File: config.mk
export PLATFORM = sky130hd
export DESIGN_NAME = acmp_ctrl
export DESIGN_NICKNAME = d
export VERILOG_FILES = /design/src/shared/acmp_pkg.sv /design/src/shared/acmp_evt_if.sv /design/src/rtl/acmp_ctrl.sv /design/src/rtl/acmp_sync.sv /design/src/rtl/acmp_edge.sv
export SDC_FILE = /design/constraint.sdc
export NUM_CORES = 1
export LEC_CHECK = 0
export BUFFER_PORTS_ARGS = -buffer_cell sky130_fd_sc_hd__buf_2
export CORE_MARGIN = 5
export CORE_UTILIZATION = 39
export DETAILED_ROUTE_END_ITERATION = 7
export HOLD_SLACK_MARGIN = 0.02
export PLACE_DENSITY = 0.78
export SETUP_SLACK_MARGIN = 0.02
export SKIP_CTS_REPAIR_TIMING = 1
export SYNTH_ARGS = -nofsm -noshare
export SYNTH_HDL_FRONTEND = slang
export SYNTH_SLANG_ARGS = --single-unit
File: constraint.sdc
create_clock -name I_CLOCK -period 2.4 [get_ports I_CLOCK]
set_input_delay 0.6 -clock I_CLOCK [delete_from_list [all_inputs] [get_ports I_CLOCK]]
set_output_delay 0.6 -clock I_CLOCK [all_outputs]
set_load 0.02 [all_outputs]
File: src/shared/acmp_pkg.sv
`default_nettype none
package acmp_pkg;
   // ------------------------------------------------------------
   // Register map
   // ------------------------------------------------------------
   localparam int unsigned ADDR_W = 8;
   localparam logic [7:0] CSR_OFFSET = 8'h00;
   localparam logic [7:0] AUX_OFFSET = 8'h04;
   localparam logic [7:0] CSR_RESET = 8'h00;
   localparam logic [7:0] AUX_RESET = 8'h00;
   localparam logic [1:0] WORD_ALIGN = 2'h0;
   localparam logic [31:0] RDATA_ZERO = 32'h0;
   // ------------------------------------------------------------
   // Control and status fields
   // ------------------------------------------------------------
   localparam int unsigned BIT_DISABLE = 7;
   localparam int unsigned BIT_BANDGAP = 6;
   localparam int unsigned BIT_OUTPUT = 5;
   localparam int unsigned BIT_FLAG = 4;
   localparam int unsigned BIT_INT_EN = 3;
   localparam int unsigned BIT_CAPTURE = 2;
   localparam int unsigned BIT_MODE_HI = 1;
   localparam int unsigned BIT_MODE_LO = 0;
   localparam int unsigned AUX_BIT_GIE = 0;
   localparam int unsigned AUX_BIT_CAPMASK = 1;
   // ------------------------------------------------------------
   // Types
   // ------------------------------------------------------------
   typedef enum logic [1:0] {
      MODE_TOGGLE = 2'h0,
      MODE_RESERVED = 2'h1,
      MODE_FALL = 2'h2,
      MODE_RISE = 2'h3
   } acmp_mode_t;
   typedef enum logic [1:0] {
      SEL_CSR,
      SEL_AUX,
      SEL_NONE
   } acmp_sel_t;
endpackage : acmp_pkg
`default_nettype wire

File: src/shared/acmp_evt_if.sv
`timescale 1ns/1ps
`default_nettype none
interface acmp_evt_if;
   logic level;
   logic prev;
   logic hit;
   modport edge_p (output level, output prev, output hit);
   modport ctrl_p (input level, input prev, input hit);
endinterface : acmp_evt_if
`default_nettype wire

File: src/rtl/acmp_ctrl.sv
// The address map and the APB slave port were chosen for this implementation.
`timescale 1ns/1ps
`default_nettype none
module acmp_ctrl (
   input wire logic I_CLOCK,
   input wire logic I_NRST,
   input wire logic I_CLK_EN,
   input wire logic I_PSEL,
   input wire logic I_PENABLE,
   input wire logic I_PWRITE,
   input wire logic [acmp_pkg::ADDR_W-1:0] I_PADDR,
   input wire logic [31:0] I_PWDATA,
   input wire logic [3:0] I_PSTRB,
   output logic [31:0] O_PRDATA,
   output logic O_PREADY,
   output logic O_PSLVERR,
   input wire logic I_CMP_RAW,
   input wire logic I_VECTOR_ACK,
   output logic O_CMP_POWER_DOWN,
   output logic O_BANDGAP_SELECT,
   output logic O_CMP_IRQ,
   output logic O_CAPTURE_SIGNAL,
   output logic O_CAPTURE_IRQ_ENABLE
);
   // ------------------------------------------------------------
   // State
   // ------------------------------------------------------------
   logic disable_q;
   logic bandgap_q;
   logic flag_q;
   logic int_en_q;
   logic capture_q;
   acmp_pkg::acmp_mode_t mode_q;
   logic gie_q;
   logic capmask_q;
   logic irq_q;
   logic cap_sig_q;
   logic cap_irq_q;
   logic pready_q;
   logic pslverr_q;
   logic [31:0] prdata_q;
   logic sync_level;
   logic access;
   logic wr_commit;
   logic csr_wr;
   logic aux_wr;
   logic flag_clr;
   acmp_pkg::acmp_sel_t sel;

   acmp_evt_if evt ();

   // ------------------------------------------------------------
   // Address decode
   // ------------------------------------------------------------
   function automatic acmp_pkg::acmp_sel_t decode(
      input logic [acmp_pkg::ADDR_W-1:0] a);
      acmp_pkg::acmp_sel_t s;
      s = acmp_pkg::SEL_NONE;
      if (a[1:0] != acmp_pkg::WORD_ALIGN)
         s = acmp_pkg::SEL_NONE;
      else if (a == acmp_pkg::CSR_OFFSET)
         s = acmp_pkg::SEL_CSR;
      else if (a == acmp_pkg::AUX_OFFSET)
         s = acmp_pkg::SEL_AUX;
      else
         s = acmp_pkg::SEL_NONE;
      return s;
   endfunction : decode

   function automatic logic [31:0] read_word(
      input acmp_pkg::acmp_sel_t s,
      input logic [7:0] csr,
      input logic [7:0] aux);
      logic [31:0] w;
      w = acmp_pkg::RDATA_ZERO;
      if (s == acmp_pkg::SEL_CSR)
         w[7:0] = csr;
      else if (s == acmp_pkg::SEL_AUX)
         w[7:0] = aux;
      else
         w = acmp_pkg::RDATA_ZERO;
      return w;
   endfunction : read_word

   logic [7:0] csr_view;
   logic [7:0] aux_view;

   always_comb
   begin
      csr_view = acmp_pkg::CSR_RESET;
      csr_view[acmp_pkg::BIT_DISABLE] = disable_q;
      csr_view[acmp_pkg::BIT_BANDGAP] = bandgap_q;
      csr_view[acmp_pkg::BIT_OUTPUT] = sync_level;
      csr_view[acmp_pkg::BIT_FLAG] = flag_q;
      csr_view[acmp_pkg::BIT_INT_EN] = int_en_q;
      csr_view[acmp_pkg::BIT_CAPTURE] = capture_q;
      csr_view[acmp_pkg::BIT_MODE_HI] = mode_q[1];
      csr_view[acmp_pkg::BIT_MODE_LO] = mode_q[0];
      aux_view = acmp_pkg::AUX_RESET;
      aux_view[acmp_pkg::AUX_BIT_GIE] = gie_q;
      aux_view[acmp_pkg::AUX_BIT_CAPMASK] = capmask_q;
   end

   assign sel = decode(I_PADDR);
   assign access = I_PSEL & I_PENABLE;
   assign wr_commit = access & pready_q & I_PWRITE;
   assign csr_wr = wr_commit & (sel == acmp_pkg::SEL_CSR) & I_PSTRB[0];
   assign aux_wr = wr_commit & (sel == acmp_pkg::SEL_AUX) & I_PSTRB[0];

   // ------------------------------------------------------------
   // APB slave, one wait state
   // ------------------------------------------------------------
   // Registered answer keeps every bus output a flop
   always_ff @(posedge I_CLOCK)
   begin
      if (!I_NRST)
      begin
         pready_q <= 1'b0;
         pslverr_q <= 1'b0;
         prdata_q <= acmp_pkg::RDATA_ZERO;
      end
      else if (I_CLK_EN)
      begin
         pready_q <= access & ~pready_q;
         if (access & ~pready_q)
         begin
            pslverr_q <= (sel == acmp_pkg::SEL_NONE);
            prdata_q <= I_PWRITE ? acmp_pkg::RDATA_ZERO
                                 : read_word(sel, csr_view, aux_view);
         end
         else
         begin
            pslverr_q <= 1'b0;
            prdata_q <= acmp_pkg::RDATA_ZERO;
         end
      end
   end

   // ------------------------------------------------------------
   // Control register
   // ------------------------------------------------------------
   always_ff @(posedge I_CLOCK)
   begin
      if (!I_NRST)
      begin
         disable_q <= 1'b0;
         bandgap_q <= 1'b0;
         int_en_q <= 1'b0;
         capture_q <= 1'b0;
         mode_q <= acmp_pkg::MODE_TOGGLE;
      end
      else if (I_CLK_EN && csr_wr)
      begin
         disable_q <= I_PWDATA[acmp_pkg::BIT_DISABLE];
         bandgap_q <= I_PWDATA[acmp_pkg::BIT_BANDGAP];
         int_en_q <= I_PWDATA[acmp_pkg::BIT_INT_EN];
         capture_q <= I_PWDATA[acmp_pkg::BIT_CAPTURE];
         // No hardware guard against glitch events; software masks first
         mode_q <= acmp_pkg::acmp_mode_t'({I_PWDATA[acmp_pkg::BIT_MODE_HI],
                                           I_PWDATA[acmp_pkg::BIT_MODE_LO]});
      end
   end

   always_ff @(posedge I_CLOCK)
   begin
      if (!I_NRST)
      begin
         gie_q <= 1'b0;
         capmask_q <= 1'b0;
      end
      else if (I_CLK_EN && aux_wr)
      begin
         gie_q <= I_PWDATA[acmp_pkg::AUX_BIT_GIE];
         capmask_q <= I_PWDATA[acmp_pkg::AUX_BIT_CAPMASK];
      end
   end

   // ------------------------------------------------------------
   // Comparator output path
   // ------------------------------------------------------------
   acmp_sync u_sync (
      .i_clock(I_CLOCK),
      .i_nrst(I_NRST),
      .i_clk_en(I_CLK_EN),
      .i_async(I_CMP_RAW),
      .o_sync(sync_level)
   );

   acmp_edge u_edge (
      .i_clock(I_CLOCK),
      .i_nrst(I_NRST),
      .i_clk_en(I_CLK_EN),
      .i_level(sync_level),
      .i_mode(mode_q),
      .evt(evt.edge_p)
   );

   // ------------------------------------------------------------
   // Flag and requests
   // ------------------------------------------------------------
   assign flag_clr = I_VECTOR_ACK | (csr_wr & I_PWDATA[acmp_pkg::BIT_FLAG]);

   // Set beats clear so a coincident event is kept
   always_ff @(posedge I_CLOCK)
   begin
      if (!I_NRST)
         flag_q <= 1'b0;
      else if (I_CLK_EN)
      begin
         if (evt.hit)
            flag_q <= 1'b1;
         else if (flag_clr)
            flag_q <= 1'b0;
      end
   end

   always_ff @(posedge I_CLOCK)
   begin
      if (!I_NRST)
         irq_q <= 1'b0;
      else if (I_CLK_EN)
         irq_q <= flag_q & int_en_q & gie_q;
   end

   always_ff @(posedge I_CLOCK)
   begin
      if (!I_NRST)
      begin
         cap_sig_q <= 1'b0;
         cap_irq_q <= 1'b0;
      end
      else if (I_CLK_EN)
      begin
         cap_sig_q <= capture_q & evt.level;
         cap_irq_q <= capture_q & capmask_q;
      end
   end

   assign O_PRDATA = prdata_q;
   assign O_PREADY = pready_q;
   assign O_PSLVERR = pslverr_q;
   assign O_CMP_POWER_DOWN = disable_q;
   assign O_BANDGAP_SELECT = bandgap_q;
   assign O_CMP_IRQ = irq_q;
   assign O_CAPTURE_SIGNAL = cap_sig_q;
   assign O_CAPTURE_IRQ_ENABLE = cap_irq_q;

   // ------------------------------------------------------------
   // Checks
   // ------------------------------------------------------------
   chk_power_down_write: assert property (
      @(posedge I_CLOCK) disable iff (!I_NRST)
      (I_CLK_EN && csr_wr) |=>
         (O_CMP_POWER_DOWN == $past(I_PWDATA[acmp_pkg::BIT_DISABLE])))
      else $error("power down does not follow written bit");

   chk_bandgap_write: assert property (
      @(posedge I_CLOCK) disable iff (!I_NRST)
      (I_CLK_EN && csr_wr) |=>
         (O_BANDGAP_SELECT == $past(I_PWDATA[acmp_pkg::BIT_BANDGAP])))
      else $error("bandgap select does not follow written bit");

   chk_sync_latency: assert property (
      @(posedge I_CLOCK) disable iff (!I_NRST)
      (I_NRST && I_CLK_EN)[*3] |-> (sync_level == $past(I_CMP_RAW, 2)))
      else $error("synchronized output not two cycles behind");

   chk_flag_set: assert property (
      @(posedge I_CLOCK) disable iff (!I_NRST)
      (I_CLK_EN && evt.hit) |=> flag_q)
      else $error("event did not set flag");

   chk_flag_clear: assert property (
      @(posedge I_CLOCK) disable iff (!I_NRST)
      (I_CLK_EN && flag_clr && !evt.hit) |=> !flag_q)
      else $error("flag not cleared");

   chk_irq_gate: assert property (
      @(posedge I_CLOCK) disable iff (!I_NRST)
      I_CLK_EN |=> (O_CMP_IRQ == $past(flag_q && int_en_q && gie_q)))
      else $error("interrupt request gating wrong");

   chk_capture_route: assert property (
      @(posedge I_CLOCK) disable iff (!I_NRST)
      (I_CLK_EN && !capture_q) |=> !O_CAPTURE_SIGNAL)
      else $error("capture path connected while disabled");

   chk_capture_mask: assert property (
      @(posedge I_CLOCK) disable iff (!I_NRST)
      I_CLK_EN |=> (O_CAPTURE_IRQ_ENABLE == $past(capture_q && capmask_q)))
      else $error("capture interrupt enable wrong");

   chk_mode_reserved: assert property (
      @(posedge I_CLOCK) disable iff (!I_NRST)
      (mode_q == acmp_pkg::MODE_RESERVED) |-> !evt.hit)
      else $error("reserved mode produced an event");

   chk_rise_edge: assert property (
      @(posedge I_CLOCK) disable iff (!I_NRST)
      (mode_q == acmp_pkg::MODE_RISE && evt.hit) |-> (evt.level && !evt.prev))
      else $error("rising event without rising edge");

   chk_edge_once: assert property (
      @(posedge I_CLOCK) disable iff (!I_NRST)
      (I_CLK_EN && evt.hit) |=> (evt.prev == $past(evt.level)))
      else $error("edge sample not advanced after event");

   chk_apb_wait: assert property (
      @(posedge I_CLOCK) disable iff (!I_NRST)
      (I_CLK_EN && access && !pready_q) |=> O_PREADY)
      else $error("access phase not answered");
endmodule : acmp_ctrl
`default_nettype wire

File: src/rtl/acmp_sync.sv
`timescale 1ns/1ps
`default_nettype none
module acmp_sync (
   input wire logic i_clock,
   input wire logic i_nrst,
   input wire logic i_clk_en,
   input wire logic i_async,
   output logic o_sync
);
   logic meta_q;
   logic sync_q;

   // ------------------------------------------------------------
   // Two stages, first one read only by the second
   // ------------------------------------------------------------
   always_ff @(posedge i_clock)
   begin
      if (!i_nrst)
      begin
         meta_q <= 1'b0;
         sync_q <= 1'b0;
      end
      else if (i_clk_en)
      begin
         meta_q <= i_async;
         sync_q <= meta_q;
      end
   end

   assign o_sync = sync_q;
endmodule : acmp_sync
`default_nettype wire

File: src/rtl/acmp_edge.sv
`timescale 1ns/1ps
`default_nettype none
module acmp_edge (
   input wire logic i_clock,
   input wire logic i_nrst,
   input wire logic i_clk_en,
   input wire logic i_level,
   input wire acmp_pkg::acmp_mode_t i_mode,
   acmp_evt_if.edge_p evt
);
   logic prev_q;

   // ------------------------------------------------------------
   // Event decode
   // ------------------------------------------------------------
   function automatic logic mode_hit(input acmp_pkg::acmp_mode_t m,
                                     input logic cur, input logic old);
      logic r;
      r = 1'b0;
      case (m)
         acmp_pkg::MODE_TOGGLE: r = cur ^ old;
         acmp_pkg::MODE_FALL: r = old & ~cur;
         acmp_pkg::MODE_RISE: r = cur & ~old;
         default: r = 1'b0;
      endcase
      return r;
   endfunction : mode_hit

   // Previous sample, so each transition fires once
   always_ff @(posedge i_clock)
   begin
      if (!i_nrst)
         prev_q <= 1'b0;
      else if (i_clk_en)
         prev_q <= i_level;
   end

   assign evt.level = i_level;
   assign evt.prev = prev_q;
   assign evt.hit = mode_hit(i_mode, i_level, prev_q);
endmodule : acmp_edge
`default_nettype wire

==> run metrics, run 1 <==
outcome=completed; Max-Cap Viols=0; IO Port Bufs=38; crit end category=flip-flop; clock buffer depth=2; first-pass GRT wire length=4380 um; # H-tree levels=1; routability cong.=0.834; Yosys cell types=28; crit path time final=1.82 ns; Setup violations, final=0; critical path startpoint category=primary input; post-synth top area cell=dfxtp_1; area delta synth->final=13.1%; Leakage=0.650 nW; post-route design area=0.00141 mm2; All-Layer GR Usage=0.125; initial core utilization=0.409; Worst Hold Endpoint=O_CAPTURE_SIGNAL$_SDFFE_PN0P_; Routed wire per std cell=12.6 um; detailed placer's ending HPWL=2190 um; worst hold stages=2; core box area=0.00305 mm2; placed inst area=0.00139 mm2; top cells by area, synth=dfxtp_1, buf_4, a21oi_1; VDD IR max=0.000196 V; synth warn=0; Ports=91; FF-to-FF End=O_PRDATA[0]$_SDFFE_PN0P_; vias in the first global route=934; Final Max Tran Viols=0; WP data arrival=2.05 ns; 1st-pass router iterations=5; Hold Crit Start=O_CAPTURE_SIGNAL$_SDFFE_PN0P_; post-synth top area share=0.400; Setup Skew=0.00165 ns; max reg flops=8; post-route ant nets=0; WS Path Type=primary input to flip-flop; final hold vios=0; R2R Setup Slk=0.79 ns; clock slew at reported path FFs=0.14 ns; filler instances=329; CTS tree=yes; share of layout cells above drive strength 1=0.260; die width=66.6 um; DR vias=1,072; CTS Root Cell=clkbuf_4; Layout Nets=236; worst r2r src=O_PREADY$_SDFFE_PN0P_; fmax=0.548 GHz; Iter 0 DRT Violations=96; final wirelength=2840 um; FF-to-FF path depth=4; largest net degree at the start of global routing=23; DIE AREA=0.00444 mm2; Slew @ Worst Pin=0.693 ns; CTS buffer count=3; Cell Area, Synth=0.00125 mm2; Hold WS=0.473 ns; part of the Yosys area used for sequential elements=0.400; Hold WC Path Type=flip-flop to flip-flop; Required @ worst endpoint=2.62 ns; average size of a mapped cell=8.68 um2; PwrDens=494 mW/mm2; initial antenna violation count=0; clk_lat worst skew=0.31 ns; Mapped Cells=144; clk sink count=25; post-route clock period utilization=0.760; row count=20; DRC violations left=0; Die Y=66.6 um; number of diodes=0; Synth Register Bits=25; drt via density=4.76; RSZ-0062 raised after global routing=false; Remaining Overflow, GRT=0; setup TNS=0 ns; crit path max fanout=4; Slew HR=0.538
==> per-stage QoR <==
stage	util	total power (W)	worst slack, ns	cells
final	0.463	0.000699	0.576	225
after global routing	0.463	0.000734	0.471	225
after CTS	0.463	0.000703	0.582	225
after detailed placement	0.454	0.000519	0.230	221
after global placement	0.454	0.000517	0.232	221
after floorplan	-	0.000519	0.282	167
==> Yosys cell counts (all sizes together) <==
library cell / n
conb: 1
and4: 1
nand3: 9
nand2b: 1
a22oi: 8
and3: 1
dfxtp: 25
clkbuf: 4
nor2: 13
ha: 2
nand4: 5
inv: 5
nand4b: 1
nor4: 2
or2: 1
o21ai: 7
o211a: 1
mux2i: 6
nor2b: 1
a21oi: 13
a2bb2oi: 1
nand2: 7
or4: 2
buf: 26
o31a: 1
==> layer usage <==
layer	vias up	track usage	wire (um)
met2	45	0.209	1390
met5	-	0	0
met1	495	0.159	1160
li1	530	-	-
met3	2	0.0337	279
met4	0	0.0305	13
==> cell usage in the layout (no fill, tap or decap), drive strengths merged, types with 2 or more instances in the layout <==
master,instances
nand2,7
clkbuf,3
nand4,5
nor4,2
inv,5
ha,2
buf,40
nor2,13
or4,2
a21oi,13
nand3,9
dfxtp,25
o21ai,7
mux2i,6
a22oi,8
conb,24
==> final cells by class <==
type	instances	area (um2)	share of cell area
multi-input cells	107	607	0.429
inverters	5	18.8	0.0133
flip-flops and latches	25	500	0.354
clock buffers	3	22.5	0.0159
well taps	44	55.1	0.0389
repair buffers	40	205	0.145
clock inverters	1	5.00	0.00354
==> worst max path at each step <==
| stage | cells past startpoint | start | slack (ns) | end |
|---|---|---|---|---|
| detailed placement | 5 | I_PADDR[5] | 0.23 | flag_q$_SDFFE_PN0P_ |
| global placement | 5 | I_PADDR[5] | 0.23 | flag_q$_SDFFE_PN0P_ |
| floorplan | 5 | I_PADDR[5] | 0.28 | flag_q$_SDFFE_PN0P_ |
| finish | 5 | I_PADDR[5] | 0.58 | flag_q$_SDFFE_PN0P_ |
| global route | 5 | I_CLK_EN | 0.47 | O_PRDATA[0]$_SDFFE_PN0P_ |
| CTS | 5 | I_PADDR[5] | 0.58 | flag_q$_SDFFE_PN0P_ |
==> report_power, final <==
group          leakage, nW  internal, W  switching [W]
Sequential           0.202     0.000419     0.00000331
Clock               0.0177    0.0000623       0.000126
Combinational        0.431    0.0000233      0.0000654
Total                0.650     0.000504       0.000194
==> worst max-delay path: stages <==
cell and delay (ns):
buf_2 0.09, or4_4 0.56, or2_1 0.28, o211a_1 0.23
o31a_1 0.28
==> cell families after synthesis <==
family	count (synthesis)	synth area share
buffers and inverters	35	0.183
multiplexers	6	0.0480
AND/OR/NAND/NOR	44	0.195
other	1	0.00300
flip-flops	25	0.400
AO/OA/AOI/OAI	31	0.150
adder cells (fa/ha/maj)	2	0.0200
Note: power is estimated with default switching activity, not from simulation.
==> inputs of run 2 (changes only) <==
--- a/config.mk
+++ b/config.mk
@@ -5,12 +5,13 @@
 export SDC_FILE = /design/constraint.sdc
 export NUM_CORES = 1
 export LEC_CHECK = 0
+export ABC_AREA = 1
 export BUFFER_PORTS_ARGS = -buffer_cell sky130_fd_sc_hd__buf_2
 export CORE_MARGIN = 5
 export CORE_UTILIZATION = 39
 export DETAILED_ROUTE_END_ITERATION = 7
 export HOLD_SLACK_MARGIN = 0.02
-export PLACE_DENSITY = 0.78
+export PLACE_DENSITY = 0.77
 export SETUP_SLACK_MARGIN = 0.02
 export SKIP_CTS_REPAIR_TIMING = 1
 export SYNTH_ARGS = -nofsm -noshare
==> constraint.sdc (replaced) <==
create_clock -name I_CLOCK -period 1.8 [get_ports I_CLOCK]
set_input_delay 0.45 -clock I_CLOCK [delete_from_list [all_inputs] [get_ports I_CLOCK]]
set_output_delay 0.45 -clock I_CLOCK [all_outputs]
set_load 0.02 [all_outputs]
==> run metrics, run 2 <==
outcome=completed; Max-Cap Viols=0; post-route clock period utilization=0.752; crit end category=primary output; Final Max Tran Viols=0; crit path cell chain=buf_2; core box area=0.00308 mm2; drt via density=4.45; synth warn=0; crit path time final=1.35 ns; most frequent cells in the layout=buf_2, dfxtp_1, nand2_1, conb_1, a21oi_1; fmax=0.739 GHz; Worst Setup Slack, final=0.446 ns; Iter 0 DRT Violations=15; critical path startpoint category=flip-flop; VDD IR max=0.000344 V; Setup violations, final=0; final hold vios=0; CTS buffer count=3; initial core utilization=0.411; Routed wire per std cell=10.9 um; detailed placer's ending HPWL=2150 um; post-route ant nets=0; DR vias=1,116; Layout Nets=262; IO Port Bufs=38; part of the Yosys area used for sequential elements=0.395; initial antenna violation count=0; die width=67.0 um; post-synth top area cell=dfxtp_1; average size of a mapped cell=7.58 um2; # H-tree levels=1; Synth Register Bits=25; ys flop type=dfxtp_1; Setup WS pre-CTS=0.210 ns; first-pass GRT wire length=4400 um; DIE AREA=0.00449 mm2; filler instances=333; clock buffer depth=2; clk_lat worst skew=0.32 ns; Setup Skew=0.00188 ns; vias in the first global route=1,051; CP peak stage delay=0.40 ns; setup TNS=0 ns; 1st-pass router iterations=4; Mapped Cells=167; Required @ worst endpoint=1.35 ns; final wirelength=2740 um; CTS tree=yes; number of diodes=0; top cells by area, synth=dfxtp_1, buf_4, a21oi_1; Ports=91; area delta synth->final=14.0%; All-Layer GR Usage=0.127; routability cong.=0.849; share of layout cells above drive strength 1=0.246; Seq. cell area=500 um2; Leakage=0.688 nW; CTS Root Cell=clkbuf_4; area of the multi-input gates=601 um2; top post-synthesis cells by count=buf_4, dfxtp_1, nand2_1; most common cell after layout, fill and taps aside=buf_2; max reg flops=8; Remaining Overflow, GRT=0; clock slew at reported path FFs=0.14 ns; Crit path buffers/inverters=1; clk sink count=25; EDFF count, synth=0; Top delay family on crit path=flip-flops; largest net degree at the start of global routing=17; Cell Area, Synth=0.00127 mm2; Yosys cell types=21; PwrDens=664 mW/mm2; crit path max fanout=4; WP data arrival=0.90 ns; fraction of registers with async set/reset=0; Slowest-stage cell, CP=dfxtp_1; post-synth top area share=0.395; DRC violations left=0; Die Y=67.0 um; row count=20; Hold WC Path Type=primary input to flip-flop; RSZ-0062 raised after global routing=false; WS Path Type=flip-flop to primary output
[run 2: changes by cell type in the layout (fill, tap and decap cells not counted), sizes merged, moves of 6 or more]
cell / previous run / this run
a21oi: 13 / 21
a22oi: 8 / 0
mux2i: 6 / 0
nand2: 7 / 26
nand3: 9 / 15
nor2: 13 / 20
o21ai: 7 / 14
[run 2: area by class of cell]
type | count | area share
well taps | 44 | 0.0381
flip-flops and latches | 25 | 0.347
clock buffers | 3 | 0.0156
repair buffers | 42 | 0.153
multi-input cells | 126 | 0.416
inverters | 10 | 0.0277
clock inverters | 1 | 0.00347
[run 2: logic make-up after synthesis]
family,synth area share
flip-flops,0.395
AND/OR/NAND/NOR,0.232
other,0.00296
adder cells (fa/ha/maj),0.0198
AO/OA/AOI/OAI,0.151
buffers and inverters,0.199
[run 2: power breakdown]
| part | total [W] | switching, W | internal [W] |
|---|---|---|---|
| sequential | 0.000569 | 0.00000658 | 0.000562 |
| clock | 0.000253 | 0.000170 | 0.0000833 |
| combinational | 0.000136 | 0.0000976 | 0.0000385 |
| total | 0.000958 | 0.000274 | 0.000684 |
[run 2: metal layers]
| layer | global-route usage | vias up | part of all wire |
|---|---|---|---|
| li1 | - | 579 | - |
| met1 | 0.149 | 493 | 0.42 |
| met2 | 0.218 | 39 | 0.48 |
| met3 | 0.0219 | 5 | 0.081 |
| met4 | 0.0684 | 0 | 0.017 |
| met5 | 0 | - | 0 |
[run 2: path summary, 6_finish.rpt]
kind	from	end	slack (ns)	cells past startpoint
setup / recovery	O_PREADY$_SDFFE_PN0P_	O_PREADY	0.45	1
hold / removal	I_CMP_RAW	u_sync.meta_q$_SDFFE_PN0P_	0.35	3
setup reg to reg	u_sync.o_sync$_SDFFE_PN0P_	flag_q$_SDFFE_PN0P_	0.51	5
hold reg to reg	O_PRDATA[4]$_SDFFE_PN0P_	O_PRDATA[4]$_SDFFE_PN0P_	0.47	2
[run 2: worst reg2reg max path, stage by stage (launching register included)]
cell	delay, ns
dfxtp_1	0.42
inv_1	0.08
ha_1	0.29
o32ai_1	0.21
nand2_1	0.09
a21oi_1	0.14
[run 2: metrics by stage]
stage,hold WS [ns],power (W),instance area [um2],utilization,std cells
2_1_floorplan,0.440,0.000714,1350,-,190
3_3_place_gp,0.451,0.000714,1420,0.460,247
3_5_place_dp,0.456,0.000716,1420,0.460,247
4_1_cts,0.345,0.000969,1440,0.469,251
5_1_grt,0.365,0.00101,1440,0.469,251
6_report,0.353,0.000958,1440,0.469,251
